File: src/temp_mon_regs.vh
/*
  Register map, field positions, reset values and timing counts of the
  two-channel temperature monitor core.
  Assumes a 10 MHz system clock; included by its bare name.
*/
`ifndef TEMP_MON_REGS_VH
`define TEMP_MON_REGS_VH

// read addresses
`define RA_LOC_VAL      8'h00
`define RA_REM_HI       8'h01
`define RA_STATUS       8'h02
`define RA_CONFIG       8'h03
`define RA_RATE         8'h04
`define RA_LOC_HLIM     8'h05
`define RA_LOC_LLIM     8'h06
`define RA_REM_HLIM_HI  8'h07
`define RA_REM_LLIM_HI  8'h08
`define RA_REM_LO       8'h10
// write addresses
`define WA_CONFIG       8'h09
`define WA_RATE         8'h0a
`define WA_LOC_HLIM     8'h0b
`define WA_LOC_LLIM     8'h0c
`define WA_REM_HLIM_HI  8'h0d
`define WA_REM_LLIM_HI  8'h0e
// read and write addresses
`define RW_OFFS_HI      8'h11
`define RW_OFFS_LO      8'h12
`define RW_REM_HLIM_LO  8'h13
`define RW_REM_LLIM_LO  8'h14

// field positions
`define CFG_ALERT_MASK  7
`define CFG_STANDBY     6
`define ST_BUSY         7
`define ST_LOC_HIGH     6
`define ST_LOC_LOW      5
`define ST_REM_HIGH     4
`define ST_REM_LOW      3

// reset values
`define VAL_RST         8'h80
`define VAL_LO_RST      8'h00
`define OFFS_RST        8'h00
`define CONFIG_RST      8'h00
`define RATE_RST        8'h02
`define HLIM_RST        8'h7f
`define LLIM_RST        8'h00
`define LIM_LO_RST      8'h00
`define INVALID_READ    8'hff
`define RATE_MAX        4'h8

// timing
`define CLK_FREQ_HZ         10000000
`define CONV_BASE_PERIOD_MS 16000
`define CONV_BASE_CYCLES    (`CONV_BASE_PERIOD_MS * (`CLK_FREQ_HZ / 1000))
`define AVG_LOG2            4

`endif

File: src/sample_averager.v
/*
  Running accumulator that averages 2**NLOG signed samples.
  Assumes the caller clears it before each batch and feeds exactly
  2**NLOG samples.
*/
`timescale 1ns/100ps
`default_nettype none
module sample_averager #(
  parameter W    = 11,
  parameter NLOG = 4
) (
  // clock and reset
  input  wire          clk_i,
  input  wire          nrst_i,
  // samples
  input  wire          clr_i,
  input  wire          valid_i,
  input  wire [W-1:0]  sample_i,
  // mean of the batch
  output wire [W-1:0]  avg_o
);
  reg [W+NLOG-1:0] acc_r;

  always @(posedge clk_i) begin
    if (!nrst_i) begin
      acc_r <= {(W+NLOG){1'b0}};
    end else if (clr_i) begin
      acc_r <= {(W+NLOG){1'b0}};
    end else if (valid_i) begin
      acc_r <= acc_r + {{NLOG{sample_i[W-1]}}, sample_i};
    end
  end

  // arithmetic shift by NLOG is a plain part-select of the sum
  assign avg_o = acc_r[W+NLOG-1:NLOG];
endmodule // sample_averager
`default_nettype wire

File: src/offset_sat_add.v
/*
  Signed adder that clamps to the most positive or most negative code
  instead of wrapping.
  Assumes both operands are two's complement of the same width.
*/
`timescale 1ns/100ps
`default_nettype none
module offset_sat_add #(
  parameter W = 11
) (
  // operands
  input  wire [W-1:0] meas_i,
  input  wire [W-1:0] offs_i,
  // clamped sum
  output wire [W-1:0] sum_o
);
  wire [W:0] sum_w;
  wire       ovf_w;

  assign sum_w = {meas_i[W-1], meas_i} + {offs_i[W-1], offs_i};
  assign ovf_w = sum_w[W] ^ sum_w[W-1];
  assign sum_o = !ovf_w   ? sum_w[W-1:0] :
                 sum_w[W] ? {1'b1, {(W-1){1'b0}}} :
                            {1'b0, {(W-1){1'b1}}};
endmodule // offset_sat_add
`default_nettype wire

File: src/temp_monitor_core.v
/*
  Digital core of a two-channel temperature monitor: serial bus slave,
  register file, conversion sequencer with averaging, offset, limit
  comparison, status flags and alert.
  Assumes an external converter that answers each start pulse with one
  done pulse and an 11-bit two's-complement sample on the same clock;
  bus and standby pins are asynchronous and are synchronised here.
*/
`timescale 1ns/100ps
`default_nettype none
`include "temp_mon_regs.vh"
module temp_monitor_core #(
  parameter [6:0]  SLAVE_ADDR       = 7'h2a, // arbitrary value
  parameter [31:0] CONV_BASE_CYCLES = `CONV_BASE_CYCLES
) (
  // clock and reset
  input  wire        clk_i,
  input  wire        nrst_i,
  // serial bus pins
  input  wire        scl_i,
  input  wire        sda_i,
  output wire        sda_o,
  output wire        sda_oen_o,
  // standby pin
  input  wire        low_power_select_n_i,
  // alert pin
  output wire        alert_o,
  output wire        alert_oen_o,
  // converter
  output wire        conv_start_o,
  output wire        conv_chan_o,
  input  wire        adc_done_i,
  input  wire [10:0] adc_data_i
);
  localparam S_IDLE = 3'd0;
  localparam S_ADDR = 3'd1;
  localparam S_AACK = 3'd2;
  localparam S_WR   = 3'd3;
  localparam S_WACK = 3'd4;
  localparam S_RD   = 3'd5;
  localparam S_RACK = 3'd6;

  localparam Q_IDLE = 3'd0;
  localparam Q_REQ  = 3'd1;
  localparam Q_WAIT = 3'd2;
  localparam Q_DONE = 3'd3;
  localparam Q_CMP  = 3'd4;

  // returns {above high, below low} for signed 11-bit operands
  function [1:0] limit_chk;
    input signed [10:0] val;
    input signed [10:0] hi;
    input signed [10:0] lo;
    begin
      limit_chk = {val > hi, val < lo};
    end
  endfunction

  // pin synchronisers
  reg [1:0] scl_sync_r;
  reg [1:0] sda_sync_r;
  reg [1:0] low_power_select_n_sync_r;
  reg       scl_d_r;
  reg       sda_d_r;

  // bus slave
  reg [2:0] bstate_r;
  reg [3:0] bitcnt_r;
  reg [7:0] shreg_r;
  reg [7:0] tx_r;
  reg [7:0] ptr_r;
  reg       first_r;
  reg       nack_r;
  reg       sda_oen_r;
  reg       sda_out_r;

  // registers
  reg [7:0] cfg_r;
  reg [7:0] rate_r;
  reg [7:0] loc_hlim_r;
  reg [7:0] loc_llim_r;
  reg [7:0] rem_hlim_hi_r;
  reg [7:0] rem_hlim_lo_r;
  reg [7:0] rem_llim_hi_r;
  reg [7:0] rem_llim_lo_r;
  reg [7:0] offs_hi_r;
  reg [7:0] offs_lo_r;
  reg [7:0] loc_val_r;
  reg [7:0] rem_hi_r;
  reg [7:0] rem_lo_r;
  reg [3:0] flags_r;
  reg       st_rd_r;
  reg       alert_oen_r;
  reg       alert_out_r;

  // sequencer
  reg [2:0]  qstate_r;
  reg [3:0]  cyc_r;
  reg        chan_r;
  reg        conv_start_r;
  reg [31:0] rate_cnt_r;
  reg [1:0]  pu_cnt_r;
  reg        pu_pend_r;
  reg        pu_cmp_r;

  wire        scl_s;
  wire        sda_s;
  wire        scl_rise;
  wire        scl_fall;
  wire        bus_start;
  wire        bus_stop;
  wire        byte_fall;
  wire        addr_hit;
  wire        wr_stb;
  wire        rd_load;
  wire        standby;
  wire        rate_tick;
  wire [3:0]  rate_sel;
  wire [31:0] period;
  wire [10:0] loc_avg;
  wire [10:0] rem_avg;
  wire [10:0] rem_sum;
  wire [1:0]  loc_cond;
  wire [1:0]  rem_cond;
  wire [3:0]  cond;
  wire        cmp_stb;
  wire        avg_clr;
  wire [3:0]  flags_nxt;
  reg  [7:0]  rd_data;

  always @(posedge clk_i) begin
    if (!nrst_i) begin
      scl_sync_r  <= 2'b11;
      sda_sync_r  <= 2'b11;
      low_power_select_n_sync_r <= 2'b11;
      scl_d_r     <= 1'b1;
      sda_d_r     <= 1'b1;
    end else begin
      scl_sync_r  <= {scl_sync_r[0], scl_i};
      sda_sync_r  <= {sda_sync_r[0], sda_i};
      low_power_select_n_sync_r <= {low_power_select_n_sync_r[0], low_power_select_n_i};
      scl_d_r     <= scl_sync_r[1];
      sda_d_r     <= sda_sync_r[1];
    end
  end

  assign scl_s     = scl_sync_r[1];
  assign sda_s     = sda_sync_r[1];
  assign scl_rise  = scl_s & ~scl_d_r;
  assign scl_fall  = ~scl_s & scl_d_r;
  assign bus_start = scl_s & scl_d_r & sda_d_r & ~sda_s;
  assign bus_stop  = scl_s & scl_d_r & ~sda_d_r & sda_s;
  assign byte_fall = scl_fall & (bitcnt_r == 4'd8);
  assign addr_hit  = (shreg_r[7:1] == SLAVE_ADDR);
  assign wr_stb    = (bstate_r == S_WR) & byte_fall & ~first_r;
  assign rd_load   = ((bstate_r == S_ADDR) & byte_fall & addr_hit &
                      shreg_r[0]) |
                     ((bstate_r == S_RACK) & scl_fall & ~nack_r);

  // read mux; write-only addresses answer with an invalid code
  always @* begin
    case (ptr_r)
      `RA_LOC_VAL:     rd_data = loc_val_r;
      `RA_REM_HI:      rd_data = rem_hi_r;
      `RA_REM_LO:      rd_data = rem_lo_r;
      `RA_STATUS:      rd_data = {qstate_r != Q_IDLE, flags_r, 3'b000};
      `RA_CONFIG:      rd_data = cfg_r;
      `RA_RATE:        rd_data = rate_r;
      `RA_LOC_HLIM:    rd_data = loc_hlim_r;
      `RA_LOC_LLIM:    rd_data = loc_llim_r;
      `RA_REM_HLIM_HI: rd_data = rem_hlim_hi_r;
      `RA_REM_LLIM_HI: rd_data = rem_llim_hi_r;
      `RW_OFFS_HI:     rd_data = offs_hi_r;
      `RW_OFFS_LO:     rd_data = offs_lo_r;
      `RW_REM_HLIM_LO: rd_data = rem_hlim_lo_r;
      `RW_REM_LLIM_LO: rd_data = rem_llim_lo_r;
      default:         rd_data = `INVALID_READ;
    endcase
  end

  // bus slave: sample on scl rise, change sda on scl fall
  always @(posedge clk_i) begin
    if (!nrst_i) begin
      bstate_r  <= S_IDLE;
      bitcnt_r  <= 4'd0;
      shreg_r   <= 8'h00;
      tx_r      <= 8'h00;
      ptr_r     <= 8'h00;
      first_r   <= 1'b1;
      nack_r    <= 1'b1;
      sda_oen_r <= 1'b1;
    end else if (bus_start) begin
      bstate_r  <= S_ADDR;
      bitcnt_r  <= 4'd0;
      first_r   <= 1'b1;
      sda_oen_r <= 1'b1;
    end else if (bus_stop) begin
      bstate_r  <= S_IDLE;
      sda_oen_r <= 1'b1;
    end else begin
      case (bstate_r)
        S_ADDR, S_WR: begin
          if (scl_rise) begin
            shreg_r  <= {shreg_r[6:0], sda_s};
            bitcnt_r <= bitcnt_r + 4'd1;
          end else if (byte_fall) begin
            bitcnt_r <= 4'd0;
            if (bstate_r == S_WR) begin
              sda_oen_r <= 1'b0;
              bstate_r  <= S_WACK;
              first_r   <= 1'b0;
              if (first_r) begin
                ptr_r <= shreg_r;
              end
            end else if (addr_hit) begin
              sda_oen_r <= 1'b0;
              bstate_r  <= S_AACK;
              if (shreg_r[0]) begin
                tx_r <= rd_data;
              end
            end else begin
              bstate_r <= S_IDLE;
            end
          end
        end
        S_AACK: begin
          if (scl_fall) begin
            if (shreg_r[0]) begin
              sda_oen_r <= tx_r[7];
              tx_r      <= {tx_r[6:0], 1'b0};
              bstate_r  <= S_RD;
            end else begin
              sda_oen_r <= 1'b1;
              bstate_r  <= S_WR;
            end
          end
        end
        S_WACK: begin
          if (scl_fall) begin
            sda_oen_r <= 1'b1;
            bstate_r  <= S_WR;
          end
        end
        S_RD: begin
          if (scl_rise) begin
            bitcnt_r <= bitcnt_r + 4'd1;
          end else if (byte_fall) begin
            bitcnt_r  <= 4'd0;
            sda_oen_r <= 1'b1;
            bstate_r  <= S_RACK;
          end else if (scl_fall) begin
            sda_oen_r <= tx_r[7];
            tx_r      <= {tx_r[6:0], 1'b0};
          end
        end
        S_RACK: begin
          if (scl_rise) begin
            nack_r <= sda_s;
          end else if (scl_fall) begin
            if (!nack_r) begin
              sda_oen_r <= rd_data[7];
              tx_r      <= {rd_data[6:0], 1'b0};
              bstate_r  <= S_RD;
            end else begin
              bstate_r <= S_IDLE;
            end
          end
        end
        default: begin
          bstate_r  <= S_IDLE;
          sda_oen_r <= 1'b1;
        end
      endcase
    end
  end

  // host-written registers
  always @(posedge clk_i) begin
    if (!nrst_i) begin
      cfg_r         <= `CONFIG_RST;
      rate_r        <= `RATE_RST;
      loc_hlim_r    <= `HLIM_RST;
      loc_llim_r    <= `LLIM_RST;
      rem_hlim_hi_r <= `HLIM_RST;
      rem_hlim_lo_r <= `LIM_LO_RST;
      rem_llim_hi_r <= `LLIM_RST;
      rem_llim_lo_r <= `LIM_LO_RST;
      offs_hi_r     <= `OFFS_RST;
      offs_lo_r     <= `OFFS_RST;
    end else if (wr_stb) begin
      case (ptr_r)
        `WA_CONFIG:      cfg_r         <= shreg_r;
        `WA_RATE:        rate_r        <= shreg_r;
        `WA_LOC_HLIM:    loc_hlim_r    <= shreg_r;
        `WA_LOC_LLIM:    loc_llim_r    <= shreg_r;
        `WA_REM_HLIM_HI: rem_hlim_hi_r <= shreg_r;
        `WA_REM_LLIM_HI: rem_llim_hi_r <= shreg_r;
        `RW_REM_HLIM_LO: rem_hlim_lo_r <= {shreg_r[7:5], 5'b00000};
        `RW_REM_LLIM_LO: rem_llim_lo_r <= {shreg_r[7:5], 5'b00000};
        `RW_OFFS_HI:     offs_hi_r     <= shreg_r;
        `RW_OFFS_LO:     offs_lo_r     <= {shreg_r[7:5], 5'b00000};
        default: begin
          // read-only addresses ignore writes
        end
      endcase
    end
  end

  // conversion rate: base period halved per rate step
  assign standby  = ~low_power_select_n_sync_r[1] | cfg_r[`CFG_STANDBY];
  assign rate_sel = (rate_r[7:4] != 4'h0 || rate_r[3:0] > `RATE_MAX) ?
                    `RATE_MAX : rate_r[3:0];
  assign period   = CONV_BASE_CYCLES >> rate_sel;
  assign rate_tick = (rate_cnt_r == 32'd0);

  always @(posedge clk_i) begin
    if (!nrst_i) begin
      rate_cnt_r <= 32'd0;
    end else if (standby || rate_tick) begin
      rate_cnt_r <= period - 32'd1;
    end else begin
      rate_cnt_r <= rate_cnt_r - 32'd1;
    end
  end

  // sequencer: 16 rounds of local then remote, then store, then compare
  assign avg_clr = standby | (qstate_r == Q_IDLE);

  always @(posedge clk_i) begin
    if (!nrst_i) begin
      qstate_r     <= Q_IDLE;
      cyc_r        <= 4'd0;
      chan_r       <= 1'b0;
      conv_start_r <= 1'b0;
      loc_val_r    <= `VAL_RST;
      rem_hi_r     <= `VAL_RST;
      rem_lo_r     <= `VAL_LO_RST;
    end else if (standby) begin
      qstate_r     <= Q_IDLE;
      conv_start_r <= 1'b0;
    end else begin
      conv_start_r <= 1'b0;
      case (qstate_r)
        Q_IDLE: begin
          if (rate_tick) begin
            cyc_r    <= 4'd0;
            chan_r   <= 1'b0;
            qstate_r <= Q_REQ;
          end
        end
        Q_REQ: begin
          conv_start_r <= 1'b1;
          qstate_r     <= Q_WAIT;
        end
        Q_WAIT: begin
          if (adc_done_i) begin
            chan_r <= ~chan_r;
            if (chan_r && cyc_r == 4'hf) begin
              qstate_r <= Q_DONE;
            end else begin
              if (chan_r) begin
                cyc_r <= cyc_r + 4'd1;
              end
              qstate_r <= Q_REQ;
            end
          end
        end
        Q_DONE: begin
          loc_val_r <= loc_avg[10:3];
          rem_hi_r  <= rem_sum[10:3];
          rem_lo_r  <= {rem_sum[2:0], 5'b00000};
          qstate_r  <= Q_CMP;
        end
        Q_CMP: begin
          qstate_r <= Q_IDLE;
        end
        default: begin
          qstate_r <= Q_IDLE;
        end
      endcase
    end
  end

  sample_averager #(
    .W    (11),
    .NLOG (`AVG_LOG2)
  ) u_loc_avg (
    .clk_i    (clk_i),
    .nrst_i   (nrst_i),
    .clr_i    (avg_clr),
    .valid_i  (qstate_r == Q_WAIT && adc_done_i && !chan_r),
    .sample_i (adc_data_i),
    .avg_o    (loc_avg)
  );

  sample_averager #(
    .W    (11),
    .NLOG (`AVG_LOG2)
  ) u_rem_avg (
    .clk_i    (clk_i),
    .nrst_i   (nrst_i),
    .clr_i    (avg_clr),
    .valid_i  (qstate_r == Q_WAIT && adc_done_i && chan_r),
    .sample_i (adc_data_i),
    .avg_o    (rem_avg)
  );

  offset_sat_add #(
    .W (11)
  ) u_offs (
    .meas_i (rem_avg),
    .offs_i ({offs_hi_r, offs_lo_r[7:5]}),
    .sum_o  (rem_sum)
  );

  // power-up compare in pin standby only, once the standby pin has been synchronised
  always @(posedge clk_i) begin
    if (!nrst_i) begin
      pu_cnt_r  <= 2'd2;
      pu_pend_r <= 1'b1;
      pu_cmp_r  <= 1'b0;
    end else begin
      pu_cmp_r <= 1'b0;
      if (pu_pend_r) begin
        if (pu_cnt_r != 2'd0) begin
          pu_cnt_r <= pu_cnt_r - 2'd1;
        end else begin
          pu_pend_r <= 1'b0;
          pu_cmp_r  <= ~low_power_select_n_sync_r[1];
        end
      end
    end
  end

  // live limit conditions, used both to set and to hold flags
  assign loc_cond = limit_chk({loc_val_r, 3'b000}, {loc_hlim_r, 3'b000},
                              {loc_llim_r, 3'b000});
  assign rem_cond = limit_chk({rem_hi_r, rem_lo_r[7:5]},
                              {rem_hlim_hi_r, rem_hlim_lo_r[7:5]},
                              {rem_llim_hi_r, rem_llim_lo_r[7:5]});
  assign cond     = {loc_cond, rem_cond};
  assign cmp_stb  = (qstate_r == Q_CMP) | pu_cmp_r;
  // a new comparison wins over a clearing read in the same cycle
  assign flags_nxt = (flags_r & ~(st_rd_r ? ~cond : 4'h0)) |
                     (cmp_stb ? cond : 4'h0);

  always @(posedge clk_i) begin
    if (!nrst_i) begin
      flags_r     <= 4'h0;
      st_rd_r     <= 1'b0;
      alert_oen_r <= 1'b1;
      alert_out_r <= 1'b0;
      sda_out_r   <= 1'b0;
    end else begin
      flags_r     <= flags_nxt;
      st_rd_r     <= rd_load & (ptr_r == `RA_STATUS);
      alert_oen_r <= ~((|flags_r) & ~cfg_r[`CFG_ALERT_MASK]);
    end
  end

  assign sda_o        = sda_out_r;
  assign sda_oen_o    = sda_oen_r;
  assign alert_o      = alert_out_r;
  assign alert_oen_o  = alert_oen_r;
  assign conv_start_o = conv_start_r;
  assign conv_chan_o  = chan_r;
endmodule // temp_monitor_core
`default_nettype wire

File: config.mk
export PLATFORM = sky130hd
export DESIGN_NAME = temp_monitor_core
export DESIGN_NICKNAME = d
export VERILOG_FILES = /design/src/sample_averager.v /design/src/offset_sat_add.v /design/src/temp_monitor_core.v
export VERILOG_INCLUDE_DIRS = /design/src /design/src/src
export SDC_FILE = /design/constraint.sdc
export NUM_CORES = 1
export LEC_CHECK = 0
export ABC_CLOCK_PERIOD_IN_PS = 11750
export BUFFER_PORTS_ARGS = -buffer_cell sky130_fd_sc_hd__buf_2
export CAP_MARGIN = 30
export CORE_ASPECT_RATIO = 1.1
export CORE_MARGIN = 2
export CORE_UTILIZATION = 30
export CTS_CLUSTER_SIZE = 10
export DETAILED_ROUTE_END_ITERATION = 12
export PLACE_DENSITY_LB_ADDON = 0.1
export SYNTH_ARGS = -nofsm -noshare
export SYNTH_HDL_FRONTEND = slang
export SYNTH_SLANG_ARGS = --single-unit
File: constraint.sdc
create_clock -name clk_i -period 11.75 [get_ports clk_i]
set_input_delay 1.7625 -clock clk_i [delete_from_list [all_inputs] [get_ports clk_i]]
set_output_delay 1.7625 -clock clk_i [all_outputs]
set_load 0.02 [all_outputs]
# Word-level counts from Yosys, hierarchy flattened
# Cells that the tools add are included.
[word_totals]
regBits = 207
input_bits = 17
out_inout_bits = 6
word_cells = 272
[classes]
addsub = 8
order_cmp = 5
eq_ne = 61
n_shift = 1
mux = 67
bitwise = 42
reduce_logical = 48
[ops]
columns = ["op", "n"]
rows = [
  ["case mux 8 bit (14 select lines)", 1],
  ["2-to-1 mux 8 bit", 13],
  ["subtractor 32 x 1 -> 32 bit (second input constant)", 2],
  ["== test 8 x 4 -> 1 bit (second input constant)", 7],
  ["== test 8 x 5 -> 1 bit (second input constant)", 5],
  ["2-to-1 mux 3 bit", 13],
  ["inequality test 2 bit (second input constant)", 19],
  ["2-to-1 mux 4 bit", 9],
  ["== test 8 x 3 -> 1 bit (second input constant)", 4],
  ["logical NOT 32 bit", 1],
  ["2-to-1 mux 32 bit", 1],
  ["inequality test 4 bit (second input constant)", 8],
  ["case mux 8 bit (4 select lines)", 1],
  ["right shift 28 x 4 -> 32 bit (first input constant)", 1],
  ["adder 15 bit", 2],
  ["AND reduction 2 bit", 13],
  ["greater-than comparator 11 bit", 2],
  ["less-than comparator 11 bit", 2],
  ["2-to-1 mux 11 bit", 2],
  ["2-to-1 mux 1 bit", 20],
  ["AND 1 bit", 17],
  ["== test 8 x 2 -> 1 bit (second input constant)", 2],
  ["inverter 1 bit", 16],
  ["AND reduction 16 bit", 1],
  ["other kinds (40)", 70],
]

# Longest topological paths before layout
[depth]
depth_word = 8
ltp_mapped = 17

# Modules after synthesis
# From an unflattened synthesis, not the netlist that was laid out.
[hier_totals]
cells_unflattened = 1690
hier_area_um2 = 13671.9
[by_module_without_submodules]
columns = ["mod", "n_inst", "cells_per_inst", "area_each_um2", "seq_area_each_um2"]
rows = [
  ["temp_monitor_core", 1, 1289, 10378.7, 3543.4],
  ["sample_averager (u_loc_avg)", 1, 175, 1387.6, 300.3],
  ["sample_averager (u_rem_avg)", 1, 150, 1275.0, 300.3],
  ["offset_sat_add", 1, 76, 630.6, 0.0],
]

# Least setup slack after synthesis
# Ideal clock, no wire load.
[synth_timing]
path_kind = "reg2reg"
from = "register rate_r[4]"
to = "register rate_cnt_r[29]"
arrival_time_ns = 3.869
t_required_ns = 11.634
slack_ns = 7.766
stages_incl_launch_ff = 16
path_buffers = 2
synth_period_minus_slack_ns = 3.984
cell_sequence = "dfxtp_1 > or4_1 > buf_4 > nor2_4 > clkbuf_1 > nand2_1 > ha_1 > mux2i_1 > a211oi_1 > o221ai_1 > a21o_1 > or3_1 > nand3b_1 > nor3_1 > a21oi_1 > and3_1"
[synth_between]
elab_chain_len = 6
[synth_lines]
columns = ["item", "line_no", "rtl"]
rows = [
  ["start, declared", "temp_monitor_core.v:79", "reg [7:0] rate_r;"],
  ["start signal, assigned", "temp_monitor_core.v:281", "rate_r <= `RATE_RST;"],
  ["start signal, assigned", "temp_monitor_core.v:293", "`WA_RATE: rate_r <= shreg_r;"],
  ["nonzero test 4 bit", "temp_monitor_core.v:311", "assign rate_sel = (rate_r[7:4] != 4'h0 || rate_r[3:0] > `RATE_MAX) ?"],
  ["logical OR 1 bit (no source line)", "--", ""],
  ["2-to-1 mux 4 bit", "temp_monitor_core.v:311", ""],
  ["right shift 28 x 4 -> 32 bit", "temp_monitor_core.v:313", "assign period = CONV_BASE_CYCLES >> rate_sel;"],
  ["subtractor 32 x 1 -> 32 bit", "temp_monitor_core.v:320", "rate_cnt_r <= period - 32'd1;"],
  ["2-to-1 mux 32 bit", "temp_monitor_core.v:319", "end else if (standby || rate_tick) begin"],
  ["end signal, assigned", "temp_monitor_core.v:320", ""],
  ["end signal, assigned", "temp_monitor_core.v:322", "rate_cnt_r <= rate_cnt_r - 32'd1;"],
  ["end, declared", "temp_monitor_core.v:101", "reg [31:0] rate_cnt_r;"],
]
# No other way between the ends.
# A chain may end at the register's enable or synchronous reset.

# Final worst setup path
# Ends and elaborated chain as after synthesis.

==> reports/summary.txt <==
deepest level of the CTS H-tree - 1
Unique masters post-synth - 84
Sequential Power Share - 40.4%
total congestion overflow - 0
synthesized area - 12510 µm²
GRT busiest layer - met2
cell-by-cell listing of the critical path - or4_1, nor2_4, nand2_1, inv_1, ha_1, nor2_1, a211oi_1, o221ai_1, a21o_1, or3_1, nand3b_1, nor3_1, a21oi_1, and3_1
maximum number of pins on one net before global-route repair - 59
startpoint of the lowest-slack register-to-register path - rate_r[4]$_SDFFE_PN0P_
status - complete, no violations
category of the most critical setup path - reg2reg
First-pass DRT Iterations - 7
port bufs - 20
vias in the first global route - 10857
Global Route met1 Usage - 25.09%
clock-pin slew of the registers on the worst-case setup and hold paths - 60 ps
DRT antenna net count - 0
worst skew pair latency - 550 ps
DPL Wire Length - 28.56 mm
DIE HEIGHT - 218.2 µm
global placement routability congestion - 0.8538
highest ir drop seen on vdd - 0.09527 mV
Net count, final - 1667
relative contribution of the clock network to total power - 41.6%
Critical-path top delay cell - sky130_fd_sc_hd__or4_1
via count - 11038
Clock Sinks - 207
buffering stage count on the worst path with inverters included - 1
via/cell ratio - 5.175
TritonCTS clock tree - built
Switch Pwr - 561.1 µW
fraction of the yosys area taken by sequential cells - 33.11%
num rows - 78
Seq cells post-synth - 207
main combinational cell family by area after synthesis - simple AND/OR/NAND/NOR gates
average wire per cell in the routed design - 18.42 µm
Post-Syn Instances - 1567
Die X - 198.7 µm
RSZ-0062 raised after global routing - false
fraction of layout cells with a size suffix above 1 - 6.294%
Power per Cell Area - 136.1 nW/µm²
number of instances on the worst hold path - 1
Setup violations, final - 0
Slew HR - 32.85%
compound-cell area share of the yosys netlist - 18.90%
capturing element type of the critical path - flop
final hold violations - 0
number of buffers created by CTS - 27
global-route wire length before repair - 63.29 mm
number of buffers added to fix hold violations after cts - 0
startpoint kind of the worst setup timing path - flop
clock skew - 10.06 ps
die footprint - 43370 µm²
ys async rst share - 0%
Top Family by Delay on Critical Path - simple AND/OR/NAND/NOR gates
f_max - 219.5 MHz
switch share - 29.49%
I/O pin cnt - 23
total of max-cap violations - 0
end-of-flow core utilization - 33.96%
Comb power frac - 18.1%
Pint - 1.342 mW
global-route usage over all layers - 18.48%
initial standard-cell utilization of the core - 30.39%
xor/xnor share of the synthesized area - 4.129%
Synth Area in Simple Gates - 24.30%
WP data arrival - 5000 ps
number of antenna cells inserted - 0
routed wire length - 39.30 mm
Most used DFF post-synth - sky130_fd_sc_hd__dfxtp_1
drt initial violations - 714
Hold/Removal Path Class - reg2reg
number of synthesized flops with an enable pin - 0
critical register-to-register path endpoint - rate_cnt_r[29]$_SDFF_PN0_
count of warnings emitted by yosys - 0
portion of netlist area occupied by mux cells - 5.009%
core box area - 41180 µm²
setup total negative slack - 0 ps
GR Layer Usage met2 - 30.94%
area growth from synthesis to layout - 11.76%
HP Start - scl_sync_r[0]$_SDFF_PN1_
required time at the endpoint of the critical path - 12190 ps
worst-path maximum fanout - 17
time the worst path needs with I/O delays and setup - 4556 ps
Static Leakage - 5.436 nW
clock buffer depth - 3
setup slack, reg-to-reg - 7190 ps
Final Slew Violations - 0
Setup Buffers After CTS - 0
count of cells along the worst register-to-register path - 14
per-instance average area after synthesis - 7.986 µm²
max incr delay on CP - 740 ps
detailed-route DRC error count - 0
synthesized-area fraction occupied by adder cells - 10.18%
antenna violations before repair - 0
Final period util - 38.77%
number of gates resized after cts - 0
Clock Tree Root - sky130_fd_sc_hd__clkbuf_16
end point of the most critical hold path - scl_sync_r[1]$_SDFF_PN1_
met3 Track Usage GR - 2.253%
slew at the pin closest to its max-slew limit - 998.0 ps
-- power by group through the flow --
stage	Combinational, mW	Sequential [mW]	Clock, mW
2_1_floorplan	0.261	0.771	0
3_3_place_gp	0.346	0.783	0
3_5_place_dp	0.345	0.782	0
4_1_cts	0.347	0.768	0.821
5_1_grt	0.384	0.772	0.851
6_report	0.344	0.768	0.791
-- per-stage QoR --
| step | setup slack [ps] | hold slack, ps | total power, mW | instance area, µm² | std cells |
|---|---|---|---|---|---|
| 2_1_floorplan | 7766 | 386.3 | 1.032 | 12520 | 1568 |
| 3_3_place_gp | 7345 | 408.3 | 1.129 | 13140 | 2088 |
| 3_5_place_dp | 7255 | 402.5 | 1.127 | 13150 | 2089 |
| 4_1_cts | 7223 | 420.6 | 1.935 | 13990 | 2133 |
| 5_1_grt | 6888 | 431.1 | 2.008 | 13990 | 2133 |
| 6_report | 7194 | 409.6 | 1.903 | 13990 | 2133 |
-- synthesized netlist by cell type, types with 5 or more instances --
| cell | n | area share (%) |
|---|---|---|
| sky130_fd_sc_hd__a211oi_1 | 14 | 0.84 |
| sky130_fd_sc_hd__a21o_1 | 23 | 1.4 |
| sky130_fd_sc_hd__a21oi_1 | 145 | 5.8 |
| sky130_fd_sc_hd__a221oi_1 | 16 | 1.1 |
| sky130_fd_sc_hd__a22o_1 | 7 | 0.49 |
| sky130_fd_sc_hd__a22oi_1 | 15 | 0.90 |
| sky130_fd_sc_hd__a31oi_1 | 8 | 0.40 |
| sky130_fd_sc_hd__and2_1 | 8 | 0.40 |
| sky130_fd_sc_hd__and3_1 | 21 | 1.0 |
| sky130_fd_sc_hd__and4_1 | 5 | 0.35 |
| sky130_fd_sc_hd__clkbuf_1 | 64 | 1.9 |
| sky130_fd_sc_hd__dfxtp_1 | 207 | 33 |
| sky130_fd_sc_hd__ha_1 | 89 | 8.9 |
| sky130_fd_sc_hd__inv_1 | 69 | 2.1 |
| sky130_fd_sc_hd__maj3_1 | 10 | 0.80 |
| sky130_fd_sc_hd__mux2_2 | 5 | 0.45 |
| sky130_fd_sc_hd__mux2i_1 | 57 | 4.6 |
| sky130_fd_sc_hd__nand2_1 | 186 | 5.6 |
| sky130_fd_sc_hd__nand2b_1 | 35 | 1.7 |
| sky130_fd_sc_hd__nand3_1 | 51 | 2.0 |
| sky130_fd_sc_hd__nand3b_1 | 9 | 0.54 |
| sky130_fd_sc_hd__nand4_1 | 10 | 0.50 |
| sky130_fd_sc_hd__nor2_1 | 173 | 5.2 |
| sky130_fd_sc_hd__nor2b_1 | 25 | 1.2 |
| sky130_fd_sc_hd__nor3_1 | 45 | 1.8 |
| sky130_fd_sc_hd__nor3b_1 | 6 | 0.36 |
| sky130_fd_sc_hd__nor4_1 | 14 | 0.70 |
| sky130_fd_sc_hd__o211ai_1 | 7 | 0.42 |
| sky130_fd_sc_hd__o21a_1 | 12 | 0.72 |
| sky130_fd_sc_hd__o21ai_0 | 57 | 2.3 |
| sky130_fd_sc_hd__o22ai_1 | 5 | 0.25 |
| sky130_fd_sc_hd__or2_2 | 5 | 0.25 |
| sky130_fd_sc_hd__or3_1 | 13 | 0.65 |
| sky130_fd_sc_hd__xnor2_1 | 31 | 2.2 |
| sky130_fd_sc_hd__xor2_1 | 28 | 2.0 |
-- worst reg2reg max path, stage by stage, from the launching register on --
cell                       delay, ps
sky130_fd_sc_hd__dfxtp_1         340
sky130_fd_sc_hd__or4_1           740
sky130_fd_sc_hd__nor2_4          430
sky130_fd_sc_hd__nand2_1         230
sky130_fd_sc_hd__inv_1           190
sky130_fd_sc_hd__ha_1            380
sky130_fd_sc_hd__nor2_1          100
sky130_fd_sc_hd__a211oi_1        250
sky130_fd_sc_hd__o221ai_1        150
sky130_fd_sc_hd__a21o_1          240
sky130_fd_sc_hd__or3_1           470
sky130_fd_sc_hd__nand3b_1        340
sky130_fd_sc_hd__nor3_1          310
sky130_fd_sc_hd__a21oi_1          90
sky130_fd_sc_hd__and3_1          180
-- sequential cells by signal, indices dropped and copies added (netlist names), 8 cells and up --
signal	cells
cfg_r	8
loc_hlim_r	8
loc_llim_r	8
loc_val_r	8
offs_hi_r	8
ptr_r	8
rate_cnt_r	32
rate_r	8
rem_hi_r	8
rem_hlim_hi_r	8
rem_llim_hi_r	8
shreg_r	8
tx_r	8
u_loc_avg.acc_r	15
u_rem_avg.acc_r	15
-- metal layers --
layer  routed length (µm)  vias up  part of all wire, %
met5                    0        -                    0
met2                18360      206                   47
met3                 1689       45                  4.3
met4                  741        0                  1.9
li1                     -     5566                    -
met1                18510     5221                   47
-- kinds of logic (layout without fill, tap and decap cells) --
logic type | after synthesis | count (layout)
and+or+nand+nor | 627 | 627
adders and majority gates | 102 | 102
other | 1 | 2
DFF | 207 | 207
muxes | 62 | 62
xor gates and xnor gates | 59 | 59
AOI/OAI and AO/OA | 368 | 368
buffers and inverters | 141 | 146
-- area by class of cell --
cell class / instances / area [µm²]
repair buffers: 32 / 190.2
flip-flops and latches: 207 / 4144
clock buffers: 39 / 780.7
inverters: 70 / 264.0
multi-input cells: 1220 / 7850
fillers: 4464 / 27200
clock inverters: 5 / 56.30
well taps: 560 / 700.7
-- worst max-delay path by stage --
stage          slack [ps]                        end                    from  depth (start not counted)
3_5_place_dp         7250  rate_cnt_r[29]$_SDFF_PN0_  rate_r[4]$_SDFFE_PN0P_                         13
4_1_cts              7220  rate_cnt_r[29]$_SDFF_PN0_  rate_r[4]$_SDFFE_PN0P_                         13
6_report             7190  rate_cnt_r[29]$_SDFF_PN0_  rate_r[4]$_SDFFE_PN0P_                         14
3_3_place_gp         7350  rate_cnt_r[29]$_SDFF_PN0_  rate_r[4]$_SDFFE_PN0P_                         14
5_1_grt              6890  rate_cnt_r[27]$_SDFF_PN0_  rate_r[4]$_SDFFE_PN0P_                         14
2_1_floorplan        7770  rate_cnt_r[29]$_SDFF_PN0_  rate_r[4]$_SDFFE_PN0P_                         15
-- placed cells by master (no fill, tap or decap), types with 20 or more instances in the layout --
cell type / Yosys / routed
sky130_fd_sc_hd__inv_1: 69 / 69
sky130_fd_sc_hd__nand3_1: 51 / 51
sky130_fd_sc_hd__nor2_1: 173 / 173
sky130_fd_sc_hd__a21o_1: 23 / 23
sky130_fd_sc_hd__nand2b_1: 35 / 35
sky130_fd_sc_hd__and3_1: 21 / 21
sky130_fd_sc_hd__buf_2: 3 / 20
sky130_fd_sc_hd__nor3_1: 45 / 44
sky130_fd_sc_hd__dfxtp_1: 207 / 207
sky130_fd_sc_hd__mux2i_1: 57 / 57
sky130_fd_sc_hd__xor2_1: 28 / 28
sky130_fd_sc_hd__ha_1: 89 / 89
sky130_fd_sc_hd__nand2_1: 186 / 186
sky130_fd_sc_hd__clkbuf_16: 0 / 27
sky130_fd_sc_hd__xnor2_1: 31 / 31
sky130_fd_sc_hd__o21ai_0: 57 / 57
sky130_fd_sc_hd__nor2b_1: 25 / 25
sky130_fd_sc_hd__a21oi_1: 145 / 145
No activity file was read; power rests on OpenSTA's default activity.
